===== src/tdps_consts.svh =====
// Purpose: constants for the timer data port sequencer
// Assumes: included by bare name
// Notes:   pointer = {group[2:0], element[1:0]} plus a byte pointer
`ifndef TDPS_CONSTS_SVH
`define TDPS_CONSTS_SVH
`define TDPS_GRP_CONTROL      3'h7
`define TDPS_GRP_FIRST        3'h1
`define TDPS_GRP_LAST         3'h5
`define TDPS_ELEM_MODE        2'h0
`define TDPS_ELEM_RELOAD      2'h1
`define TDPS_ELEM_CAPTURE     2'h2
`define TDPS_ELEM_HOLDCYC     2'h3
`define TDPS_CTL_ALARM1       2'h0
`define TDPS_CTL_GLOBAL       2'h1
`define TDPS_CTL_ALARM2       2'h2
`define TDPS_GC_CMP1_BIT      2
`define TDPS_GC_CMP2_BIT      3
`define TDPS_GC_FOUT_GATE_BIT 12
`define TDPS_GC_BUS_WIDTH_BIT 13
`define TDPS_GC_SEQ_DIS_BIT   14
`define TDPS_GC_RESET         16'h0000
`define TDPS_CMD_LOAD_PTR     3'h0
`define TDPS_CMD_SET_BIT      3'h1
`define TDPS_CMD_CLR_BIT      3'h2
`define TDPS_CMD_CAPTURE      3'h3
`define TDPS_OC_LOW_GND       3'h0
`define TDPS_OC_TC_HIGH       3'h1
`define TDPS_OC_TC_TOGGLE     3'h2
`define TDPS_OC_HIGH_Z        3'h4
`define TDPS_OC_TC_LOW        3'h5
`endif


===== src/tdps_pkg.sv =====
// Purpose: types for the timer data port sequencer
// Assumes: nothing
// Notes:   none
package tdps_pkg;
  typedef enum logic [1:0] {
    TDPS_CYC_ELEMENT = 2'b00,
    TDPS_CYC_HOLD    = 2'b01,
    TDPS_CYC_CONTROL = 2'b11,
    TDPS_CYC_STATUS  = 2'b10
  } tdps_cycle_t;
endpackage


===== src/tdps_out_logic.sv =====
// Purpose: output polarity and comparator substitution for one counter
// Assumes: terminal count level from the counter core
// Notes:   result is the level before the pin buffer
`timescale 1ns/10ps
`default_nettype none
`include "tdps_consts.svh"
module tdps_out_logic (
  // controls
  input  wire logic [2:0] output_control_field,
  input  wire logic       cmp_enable,
  // sources
  input  wire logic       terminal_count,
  input  wire logic       cmp_match,
  // result
  output logic            out_level
);
  logic output_polarity_bit;
  assign output_polarity_bit = output_control_field[2];
  always_comb begin
    if (cmp_enable) begin
      // high-z option shows active high, grounded shows active low
      if (output_control_field == `TDPS_OC_HIGH_Z) begin
        out_level = cmp_match;
      end else if (output_control_field == `TDPS_OC_LOW_GND) begin
        out_level = ~cmp_match;
      end else begin
        out_level = output_polarity_bit ? ~cmp_match : cmp_match;
      end
    end else begin
      // grounded option active high tc, high-z active low tc
      if (output_control_field == `TDPS_OC_LOW_GND) begin
        out_level = terminal_count;
      end else if (output_control_field == `TDPS_OC_HIGH_Z) begin
        out_level = ~terminal_count;
      end else begin
        out_level = output_polarity_bit ? ~terminal_count : terminal_count;
      end
    end
  end
endmodule // tdps_out_logic
`default_nettype wire


===== src/tdps_sequencer.sv =====
// Purpose: data pointer, prefetch latch and register file of a five counter timer
// Assumes: one-cycle strobes from host logic on sys_clk; counter core outside
// Notes:   commands are {op[2:0], arg[4:0]} on cmd_data
// What this block does
// element steps 00,01,10 then group increments
// element never reaches 11; group wraps 1..5
// element 11 steps group only, captures
// control group steps element, group fixed
// control group element 11: status, no step
// control port read always returns status
// byte bus toggles byte pointer each transfer
// pointer updates then prefetch latch refills
// refill also after writes and pointer load
// host reloads pointer after other commands
// host reloads pointer after gate capture
// status shows byte pointer and outputs
// tc polarity follows output control field
// comparator polarity per polarity bit, option
// five groups: reload, capture, mode registers
// terminal count reloads from reload/capture
// capture copies counter without disturbing it
// comparator true while count equals alarm
// comparator polarity by output control field
// gate, width, sequencing bits by command
// capture register usable as reload source
// host may zero reload to accumulate
// width bit: byte pairs or full words
// sequencing disable bit freezes pointer
// group codes 1..5 map counters 1..5
`timescale 1ns/10ps
`default_nettype none
`include "tdps_consts.svh"
module tdps_sequencer
  import tdps_pkg::*;
#(
  parameter int NUM_CNT = 5
) (
  // clock and reset
  input  wire logic                    sys_clk,
  input  wire logic                    rst,
  // host strobes
  input  wire logic                    cmd_wr,
  input  wire logic [7:0]              cmd_data,
  input  wire logic                    data_wr,
  input  wire logic                    data_rd,
  input  wire logic [15:0]             data_in,
  input  wire logic                    ctrl_rd,
  // read data
  output logic      [15:0]             rd_data,
  // counter core
  input  wire logic [NUM_CNT*16-1:0]   counter_value,
  input  wire logic [NUM_CNT-1:0]      terminal_count,
  output logic      [NUM_CNT-1:0]      reload_from_capture,
  output logic      [NUM_CNT*16-1:0]   reload_word,
  output logic      [NUM_CNT-1:0]      sw_capture,
  input  wire logic [NUM_CNT-1:0]      hw_capture,
  // pins
  output logic      [NUM_CNT-1:0]      out_level,
  output logic                         freq_out_gate_bit
);
  // ------------------------------------------------------------
  // state
  // ------------------------------------------------------------
  logic [2:0]  group_ptr, next_group_ptr;
  logic [1:0]  element_ptr, next_element_ptr;
  logic        byte_ptr, next_byte_ptr;
  logic [15:0] prefetch, next_prefetch;
  logic        refill, next_refill;
  logic [15:0] global_config, next_global_config;
  logic [15:0] reload_value [NUM_CNT];
  logic [15:0] capture_value [NUM_CNT];
  logic [15:0] counter_config [NUM_CNT];
  logic [15:0] alarm_compare_value [2];
  logic [15:0] wr_word, next_wr_word;
  logic [7:0]  count_status;
  logic [15:0] addressed;
  logic [NUM_CNT-1:0] alt_src, next_alt_src;
  logic        bus_width_bit;
  logic        sequencing_disable_bit;
  tdps_cycle_t cycle;
  logic        xfer, word_done, cmd_load;
  assign bus_width_bit          = global_config[`TDPS_GC_BUS_WIDTH_BIT];
  assign sequencing_disable_bit = global_config[`TDPS_GC_SEQ_DIS_BIT];
  assign freq_out_gate_bit      = global_config[`TDPS_GC_FOUT_GATE_BIT];
  assign xfer      = data_wr | data_rd;
  // byte bus completes a word on the high byte
  assign word_done = xfer & (bus_width_bit | byte_ptr);
  assign cmd_load  = cmd_wr & (cmd_data[7:5] == `TDPS_CMD_LOAD_PTR);

  // ------------------------------------------------------------
  // status and outputs
  // ------------------------------------------------------------
  genvar gi;
  generate
    for (gi = 0; gi < NUM_CNT; gi++) begin : g_out
      logic cmp_match;
      logic cmp_en;
      if (gi < 2) begin : g_cmp
        // true while count equals alarm
        assign cmp_match = counter_value[gi*16 +: 16] == alarm_compare_value[gi];
        assign cmp_en    = global_config[`TDPS_GC_CMP1_BIT + gi];
      end else begin : g_nocmp
        assign cmp_match = 1'b0;
        assign cmp_en    = 1'b0;
      end
      tdps_out_logic u_out (
        .output_control_field (counter_config[gi][2:0]),
        .cmp_enable           (cmp_en),
        .terminal_count       (terminal_count[gi]),
        .cmp_match            (cmp_match),
        .out_level            (out_level[gi])
      );
      // tc reload source: reload or capture register
      assign reload_word[gi*16 +: 16] = alt_src[gi] ? capture_value[gi] : reload_value[gi];
      assign reload_from_capture[gi]  = alt_src[gi];
    end
  endgenerate
  // spare bits read as zero
  assign count_status = {2'b00, out_level, byte_ptr};

  // ------------------------------------------------------------
  // addressed register
  // ------------------------------------------------------------
  always_comb begin
    addressed = 16'h0000;
    if (group_ptr == `TDPS_GRP_CONTROL) begin
      if (element_ptr == `TDPS_CTL_ALARM1) begin
        addressed = alarm_compare_value[0];
      end else if (element_ptr == `TDPS_CTL_GLOBAL) begin
        addressed = global_config;
      end else if (element_ptr == `TDPS_CTL_ALARM2) begin
        addressed = alarm_compare_value[1];
      end else begin
        addressed = {8'h00, count_status};
      end
    end else if (group_ptr >= `TDPS_GRP_FIRST && group_ptr <= `TDPS_GRP_LAST) begin
      // codes 1..5 are counters 1..5
      if (element_ptr == `TDPS_ELEM_MODE) begin
        addressed = counter_config[group_ptr - 3'h1];
      end else if (element_ptr == `TDPS_ELEM_RELOAD) begin
        addressed = reload_value[group_ptr - 3'h1];
      end else begin
        addressed = capture_value[group_ptr - 3'h1];
      end
    end
  end

  always_comb begin
    if (group_ptr == `TDPS_GRP_CONTROL) begin
      cycle = (element_ptr == `TDPS_ELEM_HOLDCYC) ? TDPS_CYC_STATUS : TDPS_CYC_CONTROL;
    end else begin
      cycle = (element_ptr == `TDPS_ELEM_HOLDCYC) ? TDPS_CYC_HOLD : TDPS_CYC_ELEMENT;
    end
  end

  // ------------------------------------------------------------
  // data pointer
  // ------------------------------------------------------------
  always_comb begin
    next_group_ptr   = group_ptr;
    next_element_ptr = element_ptr;
    next_byte_ptr    = bus_width_bit ? 1'b1 : byte_ptr;
    if (cmd_load) begin
      next_group_ptr   = cmd_data[4:2];
      next_element_ptr = cmd_data[1:0];
      next_byte_ptr    = bus_width_bit;
    end else if (xfer) begin
      if (!bus_width_bit) begin
        next_byte_ptr = ~byte_ptr;
      end
      if (word_done && !sequencing_disable_bit) begin
        case (cycle)
          TDPS_CYC_ELEMENT: begin
            // no step to 11, wrap bumps group
            if (element_ptr == `TDPS_ELEM_CAPTURE) begin
              next_element_ptr = `TDPS_ELEM_MODE;
              next_group_ptr   = (group_ptr >= `TDPS_GRP_LAST) ? `TDPS_GRP_FIRST
                                                                : group_ptr + 3'h1;
            end else begin
              next_element_ptr = element_ptr + 2'h1;
            end
          end
          TDPS_CYC_HOLD: begin
            next_group_ptr = (group_ptr >= `TDPS_GRP_LAST) ? `TDPS_GRP_FIRST
                                                            : group_ptr + 3'h1;
          end
          TDPS_CYC_CONTROL: begin
            next_element_ptr = (element_ptr == `TDPS_CTL_ALARM2) ? `TDPS_CTL_ALARM1
                                                                  : element_ptr + 2'h1;
          end
          default: begin
            next_element_ptr = element_ptr;
          end
        endcase
      end
    end
  end

  // ------------------------------------------------------------
  // writes, global config and prefetch
  // ------------------------------------------------------------
  always_comb begin
    next_global_config = global_config;
    next_wr_word       = wr_word;
    next_alt_src       = alt_src ^ terminal_count; // alternate source per tc
    for (int k = 0; k < NUM_CNT; k++) begin
      if (counter_config[k][6] == 1'b0) begin
        next_alt_src[k] = 1'b0;
      end
    end
    if (data_wr && !bus_width_bit && !byte_ptr) begin
      next_wr_word = {wr_word[15:8], data_in[7:0]};
    end
    if (cmd_wr && (cmd_data[7:5] == `TDPS_CMD_SET_BIT || cmd_data[7:5] == `TDPS_CMD_CLR_BIT)
        && cmd_data[4:0] >= 5'd12 && cmd_data[4:0] <= 5'd14) begin
      next_global_config[cmd_data[3:0]] = (cmd_data[7:5] == `TDPS_CMD_SET_BIT);
    end
    if (data_wr && word_done && group_ptr == `TDPS_GRP_CONTROL
        && element_ptr == `TDPS_CTL_GLOBAL) begin
      next_global_config = bus_width_bit ? data_in : {data_in[7:0], wr_word[7:0]};
    end
  end

  always_comb begin
    for (int k = 0; k < NUM_CNT; k++) begin
      sw_capture[k] = cmd_wr && cmd_data[7:5] == `TDPS_CMD_CAPTURE
                      && cmd_data[4:0] == 5'(k + 1);
    end
  end

  // refill the cycle after the pointer settles
  assign next_refill = xfer | cmd_load;
  always_comb begin
    next_prefetch = prefetch;
    if (refill) begin
      next_prefetch = addressed;
    end
  end

  // narrow reads put the pointed byte on the low lines
  always_comb begin
    if (ctrl_rd) begin
      rd_data = {8'h00, count_status};
    end else if (bus_width_bit) begin
      rd_data = prefetch;
    end else begin
      rd_data = {8'h00, byte_ptr ? prefetch[15:8] : prefetch[7:0]};
    end
  end

  always_ff @(posedge sys_clk or posedge rst) begin
    if (rst) begin
      group_ptr     <= 3'h0;
      element_ptr   <= 2'h0;
      byte_ptr      <= 1'b0;
      prefetch      <= 16'h0000;
      refill        <= 1'b0;
      global_config <= `TDPS_GC_RESET;
      wr_word       <= 16'h0000;
      alt_src       <= '0;
    end else begin
      group_ptr     <= next_group_ptr;
      element_ptr   <= next_element_ptr;
      byte_ptr      <= next_byte_ptr;
      prefetch      <= next_prefetch;
      refill        <= next_refill;
      global_config <= next_global_config;
      wr_word       <= next_wr_word;
      alt_src       <= next_alt_src;
    end
  end

  // per-counter registers; hardware capture wins over host write
  generate
    for (gi = 0; gi < NUM_CNT; gi++) begin : g_regs
      logic        hit;
      logic [15:0] wval;
      assign hit  = data_wr && word_done && group_ptr == 3'(gi + 1);
      assign wval = bus_width_bit ? data_in : {data_in[7:0], wr_word[7:0]};
      always_ff @(posedge sys_clk or posedge rst) begin
        if (rst) begin
          reload_value[gi]   <= 16'h0000;
          capture_value[gi]  <= 16'h0000;
          counter_config[gi] <= 16'h0000;
        end else begin
          if (hit && element_ptr == `TDPS_ELEM_MODE) begin
            counter_config[gi] <= wval;
          end
          if (hit && element_ptr == `TDPS_ELEM_RELOAD) begin
            reload_value[gi] <= wval;
          end
          if (hw_capture[gi] || sw_capture[gi]) begin
            capture_value[gi] <= counter_value[gi*16 +: 16];
          end else if (hit && element_ptr[1]) begin
            capture_value[gi] <= wval;
          end
        end
      end
    end
    for (gi = 0; gi < 2; gi++) begin : g_alarm
      logic ahit;
      assign ahit = data_wr && word_done && group_ptr == `TDPS_GRP_CONTROL
                    && element_ptr == 2'(gi * 2);
      always_ff @(posedge sys_clk or posedge rst) begin
        if (rst) begin
          alarm_compare_value[gi] <= 16'h0000;
        end else if (ahit) begin
          alarm_compare_value[gi] <= bus_width_bit ? data_in : {data_in[7:0], wr_word[7:0]};
        end
      end
    end
  endgenerate
endmodule // tdps_sequencer
`default_nettype wire


===== config.mk =====
export PLATFORM = sky130hd
export DESIGN_NAME = tdps_sequencer
export DESIGN_NICKNAME = d
export VERILOG_FILES = /design/src/tdps_pkg.sv /design/src/tdps_out_logic.sv /design/src/tdps_sequencer.sv
export VERILOG_INCLUDE_DIRS = /design/src
export SDC_FILE = /design/constraint.sdc
export NUM_CORES = 1
export LEC_CHECK = 0
export BUFFER_PORTS_ARGS = -buffer_cell sky130_fd_sc_hd__buf_2
export CORE_UTILIZATION = 58
export DETAILED_ROUTE_END_ITERATION = 8
export PLACE_DENSITY = 0.77
export SYNTH_ARGS = -nofsm -noshare
export SYNTH_HDL_FRONTEND = slang
export SYNTH_HIERARCHICAL = 1
export SYNTH_SLANG_ARGS = --single-unit
export TNS_END_PERCENT = 1

===== constraint.sdc =====
create_clock -name sys_clk -period 9.8 [get_ports sys_clk]
set_input_delay 0 -clock sys_clk [delete_from_list [all_inputs] [get_ports sys_clk]]
set_output_delay 0 -clock sys_clk [all_outputs]
set_load 0.05 [all_outputs]

==> run_results.csv <==
group,metric,value,unit
outcome,outcome,"complete, no violations",
floorplan,die_h,174,um
synthesis,async_reset_ff_frac,1.00,
global_routing,grt_max_degree,124,
job,maxCapViolations,0,
placement,dpl_cell_area,0.0186,mm2
routing,via_count,16500,
clock_network,clkTransAtPathRegs,0.06,ns
finish,multi_input_area,0.00855,mm2
floorplan,io_pins,232,
critical_path,worstSetupPathType,"register to register",
global_routing,grt_pass1_wl,103,mm
pwr,power,8.08,mW
clock_network,cts_buffer_depth,3,
placement,dp_worst_setup_slack,6.17,ns
finish,final_cell_count_no_fill,2511,
synthesis,synth_largest_area_cell,"dfrtp_1",
floorplan,die_area,0.0303,mm2
synthesis,netlist.area_leader.share,0.473,
routing,wl,69.7,mm
routing,avgRoutedWirePerCell,27.8,um
routing,routed_via_density,6.59,
finish,num_antenna_cells,0,
placement,numPortBuffers,231,
critical_path,rr_worst_depth,9,
timing,period_minus_slack,3.72,ns
timing,setup_viol,0,
timing,slew_violations,0,
clock_network,cts_resized,0,
timing,slew_headroom,0.109,
finish,drive_gt1_frac,0.244,
synthesis,ys_dominant_reg_cell,"dfrtp_1",
synthesis,netlist_area,0.0171,mm2
finish,fin_nets,2227,
placement,dp_hpwl,46.5,mm
synthesis,synthTopCellsByArea,"dfrtp_1 47%, mux2_2 7.6%, o21ai_0 6.7%, nand2_1 5.7%, a21oi_1 5.3%",
synthesis,synth_cells,1814,
clock_network,cts_sinks,324,
synthesis,synth.distinct_cells,65,
timing,fin_skew,0.0132,ns
global_routing,busiest_layer,"met2",
timing,max_freq,268,MHz
global_routing,met3_usage,0.111,
critical_path,path_max_fanout,24,
critical_path,arrival,4.17,ns
global_routing,use_met2,0.710,
synthesis,netlist_top_cells_count,"324 x dfrtp_1, 259 x nand2_1, 229 x o21ai_0",
synthesis,yosysWarnings,6,
pwr,ir_drop,388,uV
timing,tns,0,ns
clock_network,root_buffer,"clkbuf_16",
synthesis,synth-seq-cells,324,
placement,place.gp.congestion,1.02,
clock_network,cts_tree,"done",
global_routing,grt.total_usage,0.466,
routing,drt_iter0_markers,2365,
finish,fillers,2108,
floorplan,rows,62,
floorplan,start_util,0.594,
synthesis,synth_edf_count,0,
timing,period_share,0.380,
hold_path,holdPathStages,4,
critical_path,critPathCaptureType,"register",
timing,holdWs,0.0494,ns
floorplan,core_area,0.0289,mm2
synthesis,post-synth-top-count-cell,"dfrtp_1",
critical_path,crit_required,10.24,ns
timing,worstMarginPinSlew,1.33,ns
pwr,p_leak,9.40,nW
finish,post-route-util,0.726,
placement,place_inst,2334,
global_routing,grt_overflow,0,
timing,worst_slack,6.08,ns
floorplan,die_w,174,um
clock_network,clock_latency,0.53,ns
clock_network,numCtsBuffers,37,
synthesis,ys_seq_area_frac,0.473,
timing,hold_viol_final,0,
global_routing,first_global_vias,15900,
routing,postRouteAntennaNets,0,
synthesis,avgSynthCellArea,9.45,um2
global_routing,antenna_found_initial,3,
routing,dr.pass1.iters,6,
clock_network,ctsHtreeMaxLevel,2,
pwr,power.density,386,mW/mm2
hold_path,hold_path_class,"input port to register",
routing,drc,0,
finish,seqCellArea,0.00811,mm2
global_routing,use_met1,0.618,
finish,areaGrowthSynthToFinish,22.2,%
critical_path,cp-start-kind,"register",
timing,rsz0062_at_grt,"false",
finish,final_area,0.0209,mm2
[logic make-up (layout without fill, tap and decap cells)]
| family | count (synthesis) | after routing | synth area share |
|---|---|---|---|
| xor gates and xnor gates | 47 | 47 | 0.0249 |
| AOI/OAI and AO/OA | 530 | 530 | 0.175 |
| adders and majority gates | 7 | 7 | 0.00511 |
| and+or+nand+nor | 544 | 544 | 0.130 |
| buffers and inverters | 155 | 457 | 0.0386 |
| muxes | 206 | 206 | 0.153 |
| DFF | 324 | 324 | 0.473 |
| other | 1 | 12 | 0.000219 |
[layout make-up]
cell class | count | share of cell area
clock buffer | 52 | 0.0517
inverter | 9 | 0.00197
clock inverter | 14 | 0.00532
multi-input combinational | 1346 | 0.408
timing repair buffer | 382 | 0.123
sequential | 324 | 0.387
tap | 384 | 0.0229
[final timing paths]
path / start / endpoint / slack (ns)
setup / recovery: group_ptr[0] / prefetch[12] / 6.08
hold / removal: data_in[8] / alarm_compare_value[8] / 0.05
setup reg to reg: group_ptr[0] / prefetch[12] / 6.08
hold reg to reg: counter_config[44] / counter_config[44] / 0.48
max in group asynchronous: rst / capture_value[36] / 7.30
min in group asynchronous: rst / capture_value[3] / 0.19
[cell usage in the layout (no fill, tap or decap), types with 12 or more instances in the layout]
master,n
a21oi_1,182
a22o_1,15
a31oi_1,13
and2_1,17
buf_2,231
buf_4,40
clkbuf_16,37
conb_1,12
dfrtp_1,322
dlygate4sd3_1,111
mux2_2,116
mux2i_1,40
mux2i_2,13
mux4_2,33
nand2_1,259
nor2_1,194
o21ai_0,229
xnor2_1,34
[routing by layer]
metal / vias to the layer above / share of wire / routed length, um
met4: 4 / 0.068 / 4770
li1: 6960 / - / -
met2: 1299 / 0.44 / 30900
met3: 285 / 0.12 / 8460
met5: - / 0.00033 / 23
met1: 7996 / 0.37 / 25600
[flip-flops by register name, summed over array words and instances (netlist names)]
signal,flops
alarm_compare_value,32
byte_ptr,1
capture_value,80
counter_config,80
element_ptr,2
global_config,16
group_ptr,3
prefetch,16
refill,1
reload_from_capture,5
reload_value,80
wr_word,8
[timing repair]
item | in CTS | in global routing
hold buffers | 111 | 0
setup buffers | 0 | 0
hold endpoints to repair | 224 | 0
[power by group]
part	internal (mW)	leakage (nW)	total (mW)	switching, mW
clock	0.799	0.593	1.38	0.576
sequential	1.83	4.08	2.45	0.614
combinational	1.46	4.72	4.26	2.80
total	4.09	9.40	8.08	3.99
[critical path, stage by stage (launching register included)]
cell      delay [ns]
dfrtp_2         0.38
buf_4           0.23
inv_1           0.61
ha_1            0.43
xor2_2          0.25
buf_4           0.29
nor2_2          0.68
a221oi_1        0.23
a311o_1         0.36
a41oi_1         0.17
Note: power is estimated with default switching activity, not from simulation.
